`config.mk`:
```
export PLATFORM = sky130hd
export DESIGN_NAME = ddr2ci_top
export DESIGN_NICKNAME = d
export VERILOG_FILES = /design/src/include/ddr2ci_pkg.sv /design/src/logic/ddr2ci_top.sv
export VERILOG_INCLUDE_DIRS = /design/src /design/src/include
export SDC_FILE = /design/constraint.sdc
export NUM_CORES = 1
export LEC_CHECK = 0
export BUFFER_PORTS_ARGS = -buffer_cell sky130_fd_sc_hd__clkbuf_2
export CORE_ASPECT_RATIO = 0.9
export CORE_MARGIN = 2
export CORE_UTILIZATION = 25
export CTS_BUF_LIST = sky130_fd_sc_hd__clkbuf_8
export DETAILED_ROUTE_END_ITERATION = 10
export PLACE_DENSITY = 0.42
export SKIP_CTS_REPAIR_TIMING = 1
export SYNTH_ARGS = -nofsm -noshare
export SYNTH_HDL_FRONTEND = slang
export SYNTH_SLANG_ARGS = --single-unit
```
`constraint.sdc`:
```
create_clock -name core_clk_in -period 3.3 [get_ports core_clk_in]
set_input_delay 0 -clock core_clk_in [delete_from_list [all_inputs] [get_ports core_clk_in]]
set_output_delay 0 -clock core_clk_in [all_outputs]
set_load 0.05 [all_outputs]
```
`src/include/ddr2ci_defs.svh`:
```
// constants for the ddr2 control pin interface
`ifndef DDR2CI_DEFS_SVH
`define DDR2CI_DEFS_SVH
`define DDR2CI_ADDR_W 13
`define DDR2CI_BANK_W 3
`define DDR2CI_BANKS 8
`define DDR2CI_DQ_W 16
`define DDR2CI_LANE_W 8
`define DDR2CI_AP_BIT 10
`define DDR2CI_BURST_WORDS 4'h8
`define DDR2CI_CNT_W 4
`define DDR2CI_LO_LANE 0
`define DDR2CI_HI_LANE 1
`endif

```
`src/include/ddr2ci_pkg.sv`:
```
// types for the ddr2 control pin interface
`default_nettype none
`include "ddr2ci_defs.svh"
package ddr2ci_pkg;
    typedef enum logic [2:0] {
        DDR2CI_CMD_NOP = 3'h0,
        DDR2CI_CMD_ACT = 3'h1,
        DDR2CI_CMD_RD = 3'h2,
        DDR2CI_CMD_WR = 3'h3,
        DDR2CI_CMD_PRE = 3'h4,
        DDR2CI_CMD_REF = 3'h5,
        DDR2CI_CMD_MRS = 3'h6,
        DDR2CI_CMD_BST = 3'h7
    } ddr2ci_cmd_t;
    typedef enum logic [1:0] {
        DDR2CI_PWR_RUN = 2'h0,
        DDR2CI_PWR_PRE_PD = 2'h1,
        DDR2CI_PWR_ACT_PD = 2'h2,
        DDR2CI_PWR_SELF_REF = 2'h3
    } ddr2ci_pwr_t;
    typedef struct packed {
        ddr2ci_cmd_t op;
        logic [`DDR2CI_BANK_W-1:0] bank;
        logic [`DDR2CI_ADDR_W-1:0] addr;
        logic precharge_all;
    } ddr2ci_cmd_s_t;
    typedef struct packed {
        logic [`DDR2CI_DQ_W-1:0] data;
        logic [1:0] byte_en;
    } ddr2ci_wr_word_t;
endpackage : ddr2ci_pkg
`default_nettype wire

```
`src/logic/ddr2ci_top.sv`:
```
// control pin interface of a ddr2 memory device
`include "ddr2ci_defs.svh"
`timescale 1ns/1ps
`default_nettype none
module ddr2ci_top (
    input wire logic core_clk_in,
    input wire logic reset_in,
    input wire logic diff_clock_true_in,
    input wire logic diff_clock_comp_in,
    input wire logic clock_gate_in,
    input wire logic chip_select_n_in,
    input wire logic row_strobe_n_in,
    input wire logic column_strobe_n_in,
    input wire logic write_strobe_n_in,
    input wire logic [`DDR2CI_BANK_W-1:0] bank_in,
    input wire logic [`DDR2CI_ADDR_W-1:0] address_in,
    input wire logic termination_control_in,
    input wire logic odt_disable_in,
    input wire logic org_x8_in,
    input wire logic mask_is_strobe_in,
    input wire logic [`DDR2CI_DQ_W-1:0] dq_in,
    input wire logic lower_data_strobe_in,
    input wire logic upper_data_strobe_in,
    input wire logic lower_write_mask_in,
    input wire logic upper_write_mask_in,
    input wire logic rd_valid_in,
    input wire logic [2*`DDR2CI_DQ_W-1:0] rd_data_in,
    output logic [`DDR2CI_DQ_W-1:0] dq_out,
    output logic dq_oe_out,
    output logic read_only_strobe_out,
    output logic read_only_strobe_oe_out,
    output var ddr2ci_pkg::ddr2ci_cmd_s_t cmd_out,
    output logic cmd_valid_out,
    output var ddr2ci_pkg::ddr2ci_wr_word_t wr_word_out,
    output logic wr_valid_out,
    output var ddr2ci_pkg::ddr2ci_pwr_t pwr_state_out,
    output logic internal_clk_run_out,
    output logic cmd_buf_en_out,
    output logic clk_buf_en_out,
    output logic termination_en_out,
    output logic [`DDR2CI_BANKS-1:0] bank_open_out
);
    function automatic ddr2ci_pkg::ddr2ci_cmd_t decode_cmd(input logic cs_n, input logic ras_n,
        input logic cas_n, input logic we_n);
        if (cs_n) begin
            decode_cmd = ddr2ci_pkg::DDR2CI_CMD_NOP;
        end else begin
            case ({ras_n, cas_n, we_n})
                3'h3: decode_cmd = ddr2ci_pkg::DDR2CI_CMD_ACT;
                3'h5: decode_cmd = ddr2ci_pkg::DDR2CI_CMD_RD;
                3'h4: decode_cmd = ddr2ci_pkg::DDR2CI_CMD_WR;
                3'h2: decode_cmd = ddr2ci_pkg::DDR2CI_CMD_PRE;
                3'h1: decode_cmd = ddr2ci_pkg::DDR2CI_CMD_REF;
                3'h0: decode_cmd = ddr2ci_pkg::DDR2CI_CMD_MRS;
                3'h6: decode_cmd = ddr2ci_pkg::DDR2CI_CMD_BST;
                default: decode_cmd = ddr2ci_pkg::DDR2CI_CMD_NOP;
            endcase
        end
    endfunction : decode_cmd

    // two-stage synchronisers for the memory bus pins, not for odt_disable_in, org_x8_in or mask_is_strobe_in
    localparam int SYNC_W = 2 + 1 + 4 + `DDR2CI_BANK_W + `DDR2CI_ADDR_W + 1 + `DDR2CI_DQ_W + 4;
    logic [SYNC_W-1:0] pins_raw;
    logic [SYNC_W-1:0] sync1_q;
    logic [SYNC_W-1:0] sync2_q;
    assign pins_raw = {diff_clock_true_in, diff_clock_comp_in, clock_gate_in, chip_select_n_in,
        row_strobe_n_in, column_strobe_n_in, write_strobe_n_in, bank_in, address_in,
        termination_control_in, dq_in, lower_data_strobe_in, upper_data_strobe_in,
        lower_write_mask_in, upper_write_mask_in};
    always_ff @(posedge core_clk_in) begin
        sync1_q <= pins_raw;
        sync2_q <= sync1_q;
    end

    logic ck_t;
    logic ck_c;
    logic cke;
    logic cs_n;
    logic ras_n;
    logic cas_n;
    logic we_n;
    logic [`DDR2CI_BANK_W-1:0] ba;
    logic [`DDR2CI_ADDR_W-1:0] addr;
    logic termination_control;
    logic [`DDR2CI_DQ_W-1:0] dq;
    logic [1:0] strobe;
    logic [1:0] mask;
    assign {ck_t, ck_c, cke, cs_n, ras_n, cas_n, we_n, ba, addr, termination_control, dq, strobe[0], strobe[1],
        mask[0], mask[1]} = sync2_q;

    // clock crossing detection
    logic ck_t_q;
    logic ck_c_q;
    logic [1:0] strobe_q;
    always_ff @(posedge core_clk_in) begin
        if (reset_in) begin
            ck_t_q <= 1'b0;
            ck_c_q <= 1'b1;
            strobe_q <= 2'h0;
        end else begin
            ck_t_q <= ck_t;
            ck_c_q <= ck_c;
            strobe_q <= strobe;
        end
    end
    logic ck_rise;
    logic ck_fall;
    assign ck_rise = ck_t && !ck_t_q && !ck_c;
    assign ck_fall = !ck_t && ck_t_q && ck_c;

    // power state
    ddr2ci_pkg::ddr2ci_pwr_t pwr_q;
    logic running;
    assign running = (pwr_q == ddr2ci_pkg::DDR2CI_PWR_RUN);
    ddr2ci_pkg::ddr2ci_cmd_t cmd_now;
    assign cmd_now = decode_cmd(cs_n, ras_n, cas_n, we_n);
    logic [`DDR2CI_BANKS-1:0] open_q;
    always_ff @(posedge core_clk_in) begin
        if (reset_in) begin
            pwr_q <= ddr2ci_pkg::DDR2CI_PWR_RUN;
        end else begin
            case (pwr_q)
                ddr2ci_pkg::DDR2CI_PWR_RUN: begin
                    if (ck_rise && !cke) begin
                        if (open_q != '0) begin
                            pwr_q <= ddr2ci_pkg::DDR2CI_PWR_ACT_PD;
                        end else if (cmd_now == ddr2ci_pkg::DDR2CI_CMD_REF) begin
                            pwr_q <= ddr2ci_pkg::DDR2CI_PWR_SELF_REF;
                        end else begin
                            pwr_q <= ddr2ci_pkg::DDR2CI_PWR_PRE_PD;
                        end
                    end
                end
                ddr2ci_pkg::DDR2CI_PWR_PRE_PD, ddr2ci_pkg::DDR2CI_PWR_ACT_PD: begin
                    if (ck_rise && cke) begin
                        pwr_q <= ddr2ci_pkg::DDR2CI_PWR_RUN;
                    end
                end
                ddr2ci_pkg::DDR2CI_PWR_SELF_REF: begin
                    if (cke) begin
                        pwr_q <= ddr2ci_pkg::DDR2CI_PWR_RUN;
                    end
                end
                default: pwr_q <= ddr2ci_pkg::DDR2CI_PWR_RUN;
            endcase
        end
    end

    // command capture, ignored outside run state
    logic cmd_take;
    assign cmd_take = ck_rise && cke && running;
    always_ff @(posedge core_clk_in) begin
        if (reset_in) begin
            cmd_valid_out <= 1'b0;
            cmd_out <= '0;
        end else begin
            cmd_valid_out <= cmd_take && (cmd_now != ddr2ci_pkg::DDR2CI_CMD_NOP);
            if (cmd_take) begin
                cmd_out.op <= cmd_now;
                cmd_out.bank <= ba;
                cmd_out.addr <= addr;
                cmd_out.precharge_all <= (cmd_now == ddr2ci_pkg::DDR2CI_CMD_PRE) &&
                    addr[`DDR2CI_AP_BIT];
            end
        end
    end

    // open row tracking per bank
    always_ff @(posedge core_clk_in) begin
        if (reset_in) begin
            open_q <= '0;
        end else if (cmd_take) begin
            if (cmd_now == ddr2ci_pkg::DDR2CI_CMD_ACT) begin
                open_q[ba] <= 1'b1;
            end else if (cmd_now == ddr2ci_pkg::DDR2CI_CMD_PRE) begin
                if (addr[`DDR2CI_AP_BIT]) begin
                    open_q <= '0;
                end else begin
                    open_q[ba] <= 1'b0;
                end
            end
        end
    end

    // write window and masked data capture
    logic [`DDR2CI_CNT_W-1:0] wr_left_q;
    logic [1:0] strobe_edge;
    assign strobe_edge = (strobe ^ strobe_q) & {2{running}};
    logic lane_mask_used;
    assign lane_mask_used = !(org_x8_in && mask_is_strobe_in);
    logic [1:0] lane_keep;
    always_comb begin
        lane_keep = 2'h0;
        for (int i = 0; i < 2; i++) begin
            lane_keep[i] = strobe_edge[i] && !(mask[i] && lane_mask_used);
        end
    end
    always_ff @(posedge core_clk_in) begin
        if (reset_in) begin
            wr_left_q <= '0;
            wr_valid_out <= 1'b0;
            wr_word_out <= '0;
        end else begin
            wr_valid_out <= 1'b0;
            if (cmd_take && cmd_now == ddr2ci_pkg::DDR2CI_CMD_WR) begin
                wr_left_q <= `DDR2CI_BURST_WORDS;
            end else if (wr_left_q != '0 && strobe_edge != 2'h0) begin
                wr_left_q <= wr_left_q - 1'b1;
                wr_valid_out <= 1'b1;
                wr_word_out.data <= dq;
                wr_word_out.byte_en <= lane_keep;
            end
        end
    end

    // read data on both crossings
    logic [2*`DDR2CI_DQ_W-1:0] rd_hold_q;
    logic rd_busy_q;
    logic rd_second_q;
    always_ff @(posedge core_clk_in) begin
        if (reset_in) begin
            rd_hold_q <= '0;
            rd_busy_q <= 1'b0;
            rd_second_q <= 1'b0;
            dq_out <= '0;
            dq_oe_out <= 1'b0;
            read_only_strobe_out <= 1'b0;
            read_only_strobe_oe_out <= 1'b0;
        end else if (!running) begin
            rd_busy_q <= 1'b0;
            rd_second_q <= 1'b0;
            dq_oe_out <= 1'b0;
            read_only_strobe_oe_out <= 1'b0;
        end else begin
            if (rd_valid_in && !rd_busy_q) begin
                rd_hold_q <= rd_data_in;
                rd_busy_q <= 1'b1;
            end
            if (ck_rise && rd_busy_q && !rd_second_q) begin
                dq_out <= rd_hold_q[`DDR2CI_DQ_W-1:0];
                dq_oe_out <= 1'b1;
                rd_second_q <= 1'b1;
                read_only_strobe_out <= 1'b1;
                read_only_strobe_oe_out <= org_x8_in && mask_is_strobe_in;
            end else if (ck_fall && rd_second_q) begin
                dq_out <= rd_hold_q[2*`DDR2CI_DQ_W-1:`DDR2CI_DQ_W];
                rd_second_q <= 1'b0;
                rd_busy_q <= 1'b0;
                read_only_strobe_out <= 1'b0;
            end else if (ck_rise && !rd_busy_q) begin
                dq_oe_out <= 1'b0;
                read_only_strobe_oe_out <= 1'b0;
            end
        end
    end

    // buffer enables and termination
    always_ff @(posedge core_clk_in) begin
        if (reset_in) begin
            internal_clk_run_out <= 1'b1;
            cmd_buf_en_out <= 1'b1;
            clk_buf_en_out <= 1'b1;
            termination_en_out <= 1'b0;
            pwr_state_out <= ddr2ci_pkg::DDR2CI_PWR_RUN;
            bank_open_out <= '0;
        end else begin
            internal_clk_run_out <= running;
            cmd_buf_en_out <= running;
            clk_buf_en_out <= (pwr_q != ddr2ci_pkg::DDR2CI_PWR_SELF_REF);
            if (ck_rise) begin
                termination_en_out <= termination_control && !odt_disable_in && running;
            end
            pwr_state_out <= pwr_q;
            bank_open_out <= open_q;
        end
    end
endmodule : ddr2ci_top
`default_nettype wire

```
==> Word-level counts from Yosys, hierarchy flattened <==
Cells that the tools add are included.
{ "totals": {"reg_bits": 211, "word_cells": 136, "in_bits": 82, "output_inout_bits": 73} }
{ "op_classes": {"bitwise": 7, "n_lt_le_gt_ge": 2, "n_eq_ne": 18, "reduce_logical": 53, "n_addsub": 1, "muxes": 27} }
{ "ops": {"columns": ["op", "n"], "rows": [
  ["$mux W16", 2],
  ["$logic_and A1 B1 Y1", 24],
  ["$mux W8", 3],
  ["$pmux W3 S7", 1],
  ["$eq A3 B3 Y1 const B", 5],
  ["$mux W1", 11],
  ["$logic_not A1 Y1", 10],
  ["$mux W2", 5],
  ["$reduce_and A2 Y1", 5],
  ["$reduce_bool A2 Y1", 5],
  ["$eq A3 B2 Y1 const B", 3],
  ["$and A8 B8 Y8", 1],
  ["$mux W4", 2],
  ["$ne A2 B2 Y1 const B", 4],
  ["$not A8 Y8", 1],
  ["$or A8 B8 Y8", 1],
  ["$reduce_bool A8 Y1", 1],
  ["$eq A3 B1 Y1 const B", 2],
  ["$pmux W2 S3", 1],
  ["$reduce_or A2 Y1", 3],
  ["$eq A2 B2 Y1 const B", 2],
  ["$lt A3 B4 Y1 const B", 1],
  ["$reduce_bool A4 Y1", 1],
  ["$sub A4 B1 Y4 const B", 1],
  ["12 further kinds", 13]
]} }

==> Logic depth before layout (Yosys ltp) <==
Gate-level depths: netlist of the first run.
{ "logic_depth": {"depth_word": 9, "ltp_mapped": 9, "depth_no_buf": 6} }

==> Least setup slack after synthesis of the first run <==
No wires, ideal clock.
{ "synth_timing": {"path_kind": "reg-to-reg", "from": "reg pwr_q[0]", "to": "reg wr_word_out[7] (netlist name)", "arrival_time_ns": 1.641, "n_path_buf": 3, "period_less_slack_ns": 1.781, "stages_incl_launch_ff": 10, "setup_time_ns": 0.140, "required_time_ns": 3.160, "slack_ns": 1.519, "cell_sequence": "dfxtp_1 -> inv_1 -> ha_1 -> clkbuf_1 -> nand2_1 -> nor3_2 -> buf_4 -> buf_4 -> nand3b_1 -> a21oi_2"} }
{ "synth_between": {"elab_chain_cells": 5, "elab_cells_between_ends": 8, "cone_classes": "2 x bitwise; 6 x reduce/logical"} }
{ "synth_rtl": {"columns": ["item", "line_no", "source"], "rows": [
  ["start: declaration", "ddr2ci_top.sv:112", "ddr2ci_pkg::ddr2ci_pwr_t pwr_q;"],
  ["start signal: assignment", "ddr2ci_top.sv:120", "pwr_q <= ddr2ci_pkg::DDR2CI_PWR_RUN;"],
  ["start signal: assignment", "ddr2ci_top.sv:126", "pwr_q <= ddr2ci_pkg::DDR2CI_PWR_ACT_PD;"],
  ["start signal: assignment", "ddr2ci_top.sv:128", "pwr_q <= ddr2ci_pkg::DDR2CI_PWR_SELF_REF;"],
  ["$logic_not A2 Y1 *", "ddr2ci_top.sv:114", "assign running = (pwr_q == ddr2ci_pkg::DDR2CI_PWR_RUN);"],
  ["via running", "ddr2ci_top.sv:113", "logic running;"],
  ["$and A2 B2 Y2 / $logic_and A1 B1 Y1 (equally long branches)", "ddr2ci_top.sv:188, ddr2ci_top.sv:151", null],
  ["$reduce_bool A2 Y1 / $logic_and A1 B1 Y1 (equally long branches)", "ddr2ci_top.sv:207, ddr2ci_top.sv:205", null],
  ["$logic_and A1 B1 Y1 / $not A1 Y1 (equally long branches)", null, null],
  ["$reduce_and A2 Y1 (no source line) *", null, null],
  ["end: declaration", "ddr2ci_top.sv:34", "output var ddr2ci_pkg::ddr2ci_wr_word_t wr_word_out,"]
]} }
The timed path passes the listed nets; every way through them passes the cells marked *.
A chain may end at the register's enable or synchronous reset.

==> Worst setup path in the final report of the first run <==
{ "layout_timing": {"from": "reg pwr_q[0]", "to": "reg wr_word_out[5] (netlist name)"} }
Same word-level chain as after synthesis.

==> results.ini, run 1 <==
[critical_path]
cp-end-kind=register
cp_cell_sequence=inv_1, ha_1, nand2_1, nor3_4, buf_4, nand3b_1, a21oi_2
cp_num_buf_inv=2
worst_ep_required_time_ns=3.66
critPathSlowestCell=ha_1
cp-start-kind=register
cpPeakStageDelay_ns=0.58
cp.arrival_ns=2.79
criticalPathCategory=reg -> reg
cp_max_fo=38
path_delay_family=simple AND/OR/NAND/NOR gates
worst-r2r-setup-slack_ns=0.88

[yosys]
synth_top_family_by_area=simple AND/OR/NAND/NOR gates
ys_types=60
async_reset_ff_share_pct=0
synth_cells=636
synthesis.area_um2=6629
synth_top_cells_by_area=dfxtp_1 (64%), nand2_1 (6.6%), a21oi_1 (5.9%)
synth_compound_area_share_pct=14.82
synth_nets=722
synth_xor_area_share_pct=0.6606
yosys_register_bits=211
syn_avg_cell_area_um2=10.42
synth_mux_area_share_pct=0.8116
yosys.area_share.simple_pct=15.35
synth_fa_ha_area_share_pct=0.9060
synth_edf_count=0
synth.yosys.seq_area_share_pct=63.72
synth_top_cell_area_share_pct=63.72
synth_ff_type=dfxtp_1
synth_warnings=0
synth_top_area_cell=dfxtp_1

[floorplan]
rows=56
start_util_pct=25.43
die_h_um=158.5
die_w_um=175.6
dieArea_um2=27840
ios=155
core_area_um2=26070

[clocking]
htreeDepth=2
cts-root-buf=clkbuf_8
cts_tree=done
numCtsBuffers=38
clk_pin_slew_ns=0.06
clockBufferDepth=3
clock-sinks=211
clk_latency_ns=0.52

[placement]
place_inst=1102
place.gp.congestion=0.7259
dp_hpwl_mm=10.73
io_buffer_count=154
pre_cts_slack_ns=0.9116
place_area_um2=7686

[min_path]
hold_class=in -> reg

[finish]
diodes=0
layout_commonest_cell=dfxtp_1
final_area_um2=9253
nets=960
stdcell_count=1251
area_growth_pct=39.58
drive_above_1_share_pct=26.80
final_cell_mix=dfxtp_1 (211), clkbuf_2 (153), nand2_1 (116)

[grt]
met1_usage_pct=15.02
grt_pass1_vias=4730
antenna_found_initial=0
use_met3_pct=3.295
busiest_layer=met2
grt_start_max_net_pins=61
grt_pass1_wl_mm=25.50
grt_use_met2_pct=17.92
track_usage_pct=11.56
grt-ovfl-total=0

[run]
maxCapViolCount=0

[power]
leakage_uw=0.003841
finalPower_uw=6686
peakVddDrop_mv=0.2630
cellPowerDensity_nw_per_um2=722.6

[timing]
skew_ns=0.01908
tightest_slew_ns=0.9417
drv_slew=0
rsz0062_at_grt=no
fmax_mhz=412.4
setup_violations=0
worst_slack_ns=0.8754
hold_viol=0
totalNegativeSetupSlack_ns=0
slew_headroom_pct=37.22
finalCritPeriodShare_pct=73.47
period_needed_ns=2.425

[detailed_routing]
first_iter_violations=300
wl_per_cell_um=13.55
drt-vias-per-instance=4.157
vias=5201
wirelength_mm=16.95
drc=0
ant_nets=0
dr.pass1.iters=4

[outcome]
outcome=complete, no violations

## path summary, 6_finish.rpt
kind,depth (start not counted),startpoint,endpoint
min reg2reg,0,sync1_q[41],sync2_q[41]
max reg2reg,7,pwr_q[0],wr_word_out[5]
max,7,pwr_q[0],wr_word_out[5]
min,2,reset_in,cmd_out[19]
## state kept, by name, summed over array words and instances, names as in the netlist, 2 cells and up
signal	cells
bank_open_out	8
cmd_out	20
dq_out	16
open_q	8
pwr_q	2
pwr_state_out	2
rd_hold_q	32
strobe_q	2
sync1_q	44
sync2_q	44
wr_left_q	4
wr_word_out	18
## power breakdown
| group | switching [uW] | leakage (uW) | internal, uW | total, uW |
|---|---|---|---|---|
| logic | 954 | 0.00165 | 429 | 1380 |
| clock network | 1040 | 0.000443 | 1340 | 2380 |
| registers | 128 | 0.00174 | 2800 | 2930 |
## layout make-up
class,instances,area [um^2]
clock buffers,49,674.4
clock inverters,20,91.34
fillers,2649,16810
inverters,10,37.54
multi-input cells,372,2163
flip-flops and latches,211,4224
well taps,348,435.4
repair buffers,241,1627
## synth_stat cells, drive strengths merged, types with 2 or more instances
library cell,number
o21ai,24
mux2i,2
nand3b,17
or3b,2
or3,4
nor4,2
and2,3
a21oi,88
clkbuf,27
nand2,116
xnor2,2
buf,16
ha,4
dfxtp,211
or4,3
nor4b,2
o221a,2
nor3,8
nand4,4
nor2b,14
o22ai,2
a22oi,16
nand3,5
mux2,3
xor2,3
inv,10
o2bb2ai,16
nor2,11
## metal layers
layer | vias to the layer above | share of wire (%)
li1 | 2665 | -
met1 | 2344 | 47
met2 | 150 | 44
met3 | 42 | 6.2
met4 | 0 | 2.8
met5 | - | 0
## worst register-to-register path, delay by kind of cell, from the launching register on
| family | cells | cell delay, ns |
|---|---|---|
| AND/OR/NAND/NOR | 3 | 0.88 |
| buffers and inverters | 2 | 0.43 |
| flip-flops | 1 | 0.32 |
| adder cells (fa/ha/maj) | 1 | 0.58 |
| AO/OA/AOI/OAI | 1 | 0.06 |
## metrics by stage
step | utilization [%] | hold WS [ns]
2_1_floorplan | - | 0.02772
3_3_place_gp | 29.49 | 0.1028
3_5_place_dp | 29.49 | 0.1039
4_1_cts | 32.43 | -0.4687
5_1_grt | 35.50 | 0.05139
6_report | 35.50 | 0.03985
## logic make-up after synthesis
group | Yosys count
adders and majority gates | 5
muxes | 5
and+or+nand+nor | 200
xor gates and xnor gates | 5
AOI/OAI and AO/OA | 157
buffers and inverters | 53
DFF | 211
Note: power is estimated with default switching activity, not from simulation.
==> run 2: changes to the inputs <==
==> constraint.sdc (replaced) <==
create_clock -name core_clk_in -period 2.3 [get_ports core_clk_in]
set_input_delay 0 -clock core_clk_in [delete_from_list [all_inputs] [get_ports core_clk_in]]
set_output_delay 0 -clock core_clk_in [all_outputs]
set_load 0.05 [all_outputs]
==> run 2 against run 1 <==
Net effect:
- global-route usage is 0.33 points higher
- highest routed layer unchanged
- sequential power is 44% higher
- sequential cell count stayed put
- worst hold slack better by 0.078 ns
- first-iteration DRC count is 1.0% lower
- count of clock-buffer cells in the layout is 8 lower
- critical path depth is 2 lower
- worst setup slack worse by 0.46 ns
- non-clock buffer count is 11 higher
==> results.ini, run 2 (synthesis gave the netlist of run 1 again) <==
[critical_path]
cp-start-kind=register  ; unchanged
reg2regPathDepth=5  ; was 7
criticalPathCategory=reg -> reg  ; unchanged
cp-end-kind=register  ; unchanged
worst_ep_required_time_ns=2.70  ; was 3.66 ns
cp_max_fo=38  ; unchanged
cp.arrival_ns=2.28  ; was 2.79 ns

[grt]
grt-ovfl-total=0  ; unchanged
busiest_layer=met2  ; unchanged
grt_pass1_vias=4810  ; was 4,730
antenna_found_initial=0  ; unchanged
grt_use_met2_pct=17.90  ; was 17.92%
use_met3_pct=3.080  ; was 3.295%
grt_pass1_wl_mm=26.23  ; was 25.50 mm
track_usage_pct=11.89  ; was 11.56%
met1_usage_pct=16.09  ; was 15.02%
grt_start_max_net_pins=60  ; was 61

[timing]
setup_violations=0  ; unchanged
totalNegativeSetupSlack_ns=0  ; unchanged
drv_slew=0  ; unchanged
fmax_mhz=530.9  ; was 412.4 MHz
tightest_slew_ns=0.9528  ; was 0.9417 ns
period_needed_ns=1.884  ; was 2.425 ns
slew_headroom_pct=36.48  ; was 37.22%
finalCritPeriodShare_pct=81.90  ; was 73.47%
skew_ns=0.01760  ; was 0.01908 ns
rsz0062_at_grt=no  ; unchanged
hold_viol=0  ; unchanged

[detailed_routing]
drt-vias-per-instance=4.146  ; was 4.157
dr.pass1.iters=4  ; unchanged
ant_nets=0  ; unchanged
wl_per_cell_um=13.90  ; was 13.55 um
drc=0  ; unchanged
first_iter_violations=297  ; was 300
wirelength_mm=17.41  ; was 16.95 mm
vias=5195  ; was 5,201

[min_path]
hold_class=in -> reg  ; unchanged
hold_depth=2  ; unchanged

[clocking]
clk_pin_slew_ns=0.06  ; about the same
cts-root-buf=clkbuf_8  ; unchanged
clockBufferDepth=3  ; unchanged
htreeDepth=2  ; unchanged
numCtsBuffers=38  ; unchanged
cts_tree=done  ; unchanged
clock-sinks=211  ; unchanged
clk_latency_ns=0.52  ; about the same

[run]
maxCapViolCount=0  ; unchanged

[placement]
place_inst=1111  ; was 1,102
io_buffer_count=154  ; unchanged
place.gp.congestion=0.7369  ; was 0.7259
dp_hpwl_mm=10.85  ; was 10.73 mm

[finish]
largestRegisters=sync1_q x44, sync2_q x44, rd_hold_q x32  ; unchanged
final_cell_mix=dfxtp_1 (211), clkbuf_2 (153), nand2_1 (116)  ; unchanged
stdcell_count=1253  ; was 1,251
fillers=2758  ; was 2,649
layout_commonest_cell=dfxtp_1  ; unchanged
diodes=0  ; unchanged
area_growth_pct=39.90  ; was 39.58%
drive_above_1_share_pct=26.74  ; was 26.80%
nets=971  ; was 960

[floorplan]
core_area_um2=26070  ; unchanged
rows=56  ; unchanged
start_util_pct=25.43  ; unchanged
die_h_um=158.5  ; unchanged
dieArea_um2=27840  ; unchanged
die_w_um=175.6  ; unchanged
ios=155  ; unchanged

[power]
leakage_uw=0.003860  ; was 0.003841 uW
peakVddDrop_mv=0.3931  ; was 0.2630 mV
finalPower_uw=9544  ; was 6686 uW
cellPowerDensity_nw_per_um2=1029  ; was 722.6 nW/um^2

[outcome]
outcome=complete, no violations  ; unchanged

## run 2: cell types whose count changed in the layout (fill, tap and decap cells not counted)
cell           delta
buf_4             +9
bufinv_16         +2
clkbuf_8          -8
clkinv_2          -2
clkinvlp_4        -2
dlygate4sd3_1     +2
inv_6             +1
## run 2: report_power, final
part	switching, uW	internal [uW]
registers	188	4020
clock network	1440	1850
logic	1380	664
total	3010	6530
## run 2: final cells by class
class / instances / area (um^2) / area share [%]
clock buffer: 41 / 564.3 / 6.085
clock inverter: 19 / 135.1 / 1.457
inverter: 10 / 37.54 / 0.4047
multi-input combinational: 372 / 2163 / 23.33
sequential: 211 / 4224 / 45.55
tap: 348 / 435.4 / 4.695
timing repair buffer: 252 / 1714 / 18.48
## run 2: worst paths after layout
| check | startpoint | end | slack [ns] |
|---|---|---|---|
| max reg2reg | sync2_q[39] | wr_word_out[1] | 0.42 |
| max | sync2_q[39] | wr_word_out[1] | 0.42 |
| min | address_in[11] | sync1_q[32] | 0.12 |
| min reg2reg | sync1_q[23] | sync2_q[23] | 0.32 |
## run 2: metrics by stage
stage / setup slack [ns] / hold slack [ns] / utilization, % / instance area [um^2]
after detailed placement: 0.4166 / 0.1039 / 29.75 / 7754
after global routing: 0.2468 / 0.08947 / 35.58 / 9274
after global placement: 0.4031 / 0.1019 / 29.75 / 7754
after floorplan: 0.5185 / 0.02772 / - / 6629
after CTS: 0.4109 / -0.4563 / 32.43 / 8453
final: 0.4164 / 0.1182 / 35.58 / 9274
## run 2: critical path: stages (launching register included)
cell	delay (ns)
dfxtp_1	0.47
or4b_4	0.51
nor3_4	0.12
buf_4	0.37
nor2_1	0.14
mux2i_1	0.14
## run 2: layer usage
layer  wire length, um  vias to the layer above
li1                  -                     2673
met1              8295                     2333
met2              7638                      153
met3               974                       36
met4               503                        0
met5                 0                        -
==> run 3: changes to the inputs <==
==> constraint.sdc (replaced) <==
create_clock -name core_clk_in -period 1.84 [get_ports core_clk_in]
set_input_delay 0 -clock core_clk_in [delete_from_list [all_inputs] [get_ports core_clk_in]]
set_output_delay 0 -clock core_clk_in [all_outputs]
set_load 0.05 [all_outputs]
==> run 3 against run 2 <==
Net effect:
- utilization up 0.97 points
- global-route usage hardly changed
- highest routed layer unchanged
- count of clock-buffer cells in the layout up 7
- die area did not move
- critical path type unchanged
- worst setup slack got worse by 0.34 ns
- sequential cell count stayed put
- largest power group unchanged
==> results.ini, run 3 (synthesis gave the netlist of run 1 again) <==
[timing]
totalNegativeSetupSlack_ns=0  ; unchanged
fmax_mhz=565.5  ; was 530.9 MHz
hold_slack_ns=0.1123  ; was 0.1182 ns
drv_slew=0  ; unchanged
hold_viol=0  ; unchanged
setup_violations=0  ; unchanged
slew_headroom_pct=62.08  ; was 36.48%
skew_ns=0.02491  ; was 0.01760 ns
finalCritPeriodShare_pct=96.11  ; was 81.90%
period_needed_ns=1.768  ; was 1.884 ns
tightest_slew_ns=0.5688  ; was 0.9528 ns

[finish]
layout_commonest_cell=dfxtp_1  ; unchanged
area_growth_pct=43.71  ; was 39.90%
final_area_um2=9527  ; was 9274 um^2
stdcell_count=1274  ; was 1,253
final_cell_mix=dfxtp_1 (209), clkbuf_2 (153), nand2_1 (116)  ; was dfxtp_1 (211), clkbuf_2 (153), nand2_1 (116)
fillers=2677  ; was 2,758
largestRegisters=sync1_q x44, sync2_q x44, rd_hold_q x32  ; unchanged
drive_above_1_share_pct=29.16  ; was 26.74%
nets=985  ; was 971
diodes=0  ; unchanged

[floorplan]
dieArea_um2=27840  ; unchanged
die_w_um=175.6  ; unchanged
core_area_um2=26070  ; unchanged
rows=56  ; unchanged
die_h_um=158.5  ; unchanged
start_util_pct=25.43  ; unchanged
ios=155  ; unchanged

[critical_path]
worst-r2r-setup-slack_ns=0.07  ; was 0.42 ns
cpPeakStageDelay_ns=0.38  ; was 0.51 ns
reg2regPathDepth=8  ; was 5
critPathSlowestCell=dfxtp_1  ; was or4b_4
cp-end-kind=register  ; unchanged
cp_max_fo=6  ; was 38
cp_cell_sequence=inv_2, ha_1, or3b_4, o211ai_1, buf_4, buf_6, o21ai_0, a21oi_1  ; was or4b_4, nor3_4, buf_4, nor2_1, mux2i_1
path_delay_family=compound AO/OA/AOI/OAI gates  ; was simple AND/OR/NAND/NOR gates
cp-start-kind=register  ; unchanged
criticalPathCategory=reg -> reg  ; unchanged
cp.arrival_ns=2.14  ; was 2.28 ns
cp_num_buf_inv=3  ; was 1
worst_ep_required_time_ns=2.21  ; was 2.70 ns
worst-path-stages=8  ; was 5

[clocking]
clockBufferDepth=3  ; unchanged
clk_pin_slew_ns=0.06  ; about the same
clock-sinks=211  ; unchanged
htreeDepth=2  ; unchanged
cts_tree=done  ; unchanged
numCtsBuffers=39  ; was 38
cts-root-buf=clkbuf_8  ; unchanged
clk_latency_ns=0.53  ; was 0.52 ns

[detailed_routing]
first_iter_violations=247  ; was 297
ant_nets=0  ; unchanged
drc=0  ; unchanged
vias=5288  ; was 5,195
dr.pass1.iters=4  ; unchanged
wl_per_cell_um=13.70  ; was 13.90 um
drt-vias-per-instance=4.151  ; was 4.146
wirelength_mm=17.45  ; was 17.41 mm

[run]
maxCapViolCount=0  ; unchanged

[placement]
place_inst=1121  ; was 1,111
io_buffer_count=154  ; unchanged
place_area_um2=7916  ; was 7754 um^2
place.gp.congestion=0.7079  ; was 0.7369
dp_hpwl_mm=10.79  ; was 10.85 mm

[grt]
grt_pass1_vias=4906  ; was 4,810
grt_pass1_wl_mm=26.30  ; was 26.23 mm
grt_start_max_net_pins=114  ; was 60
antenna_found_initial=0  ; unchanged
grt-ovfl-total=0  ; unchanged
track_usage_pct=11.87  ; was 11.89%

[power]
finalPower_uw=12300  ; was 9544 uW
cellPowerDensity_nw_per_um2=1291  ; was 1029 nW/um^2
leakage_uw=0.003983  ; was 0.003860 uW
peakVddDrop_mv=0.4922  ; was 0.3931 mV

[min_path]
hold_class=in -> reg  ; unchanged
hold_depth=2  ; unchanged

[outcome]
outcome=complete, no violations  ; unchanged

## run 3: cell count changes in the layout (fill, tap and decap cells not counted), moves of 2 or more
| cell | delta |
|---|---|
| buf_12 | +7 |
| buf_4 | +4 |
| bufinv_16 | -2 |
| clkbuf_8 | +7 |
| clkinv_2 | +2 |
| dfxtp_1 | -2 |
| dfxtp_2 | +2 |
| inv_1 | -2 |
| inv_2 | +2 |
| or3b_1 | -2 |
| or3b_4 | +2 |
## run 3: layout make-up
type | instances | area, um^2 | area share [%]
clock inverters | 20 | 93.84 | 0.9850
well taps | 348 | 435.4 | 4.571
inverters | 10 | 37.54 | 0.3940
flip-flops and latches | 211 | 4227 | 44.37
repair buffers | 265 | 1901 | 19.95
clock buffers | 48 | 660.6 | 6.935
multi-input cells | 372 | 2172 | 22.80
## run 3: metrics by stage
stage                     setup slack, ns  util, %
after floorplan                   0.05854        -
final                             0.07155    36.55
after detailed placement          0.07364    30.37
after global routing            -0.006078    36.55
after CTS                         0.05592    33.27
after global placement             0.1045    30.37
## run 3: final timing paths
path                                   endpoint    startpoint
worst max register to register  wr_word_out[16]  wr_left_q[0]
worst min register to register      sync2_q[40]   sync1_q[40]
worst max-delay path            wr_word_out[16]  wr_left_q[0]
worst min-delay path                sync1_q[34]    bank_in[0]
## run 3: per-layer routing
layer  vias up  wire length, um  track usage, %
met5         -                0               0
met4         0              469           4.998
met3        42              879           3.009
met2       138             7563           17.94
met1      2398             8539           16.11
li1       2710                -               -
## run 3: worst register-to-register path, cell delays in order, from the launching register on
cell	delay, ns
dfxtp_1	0.38
inv_2	0.05
ha_1	0.19
or3b_4	0.24
o211ai_1	0.20
buf_4	0.21
buf_6	0.12
o21ai_0	0.16
a21oi_1	0.08
## run 3: where the power goes
part,internal [uW],leakage (uW),switching (uW)
clock,2360,0.000445,1910
combinational,1010,0.00179,1770
sequential,5020,0.00174,239
total,8390,0.00398,3910
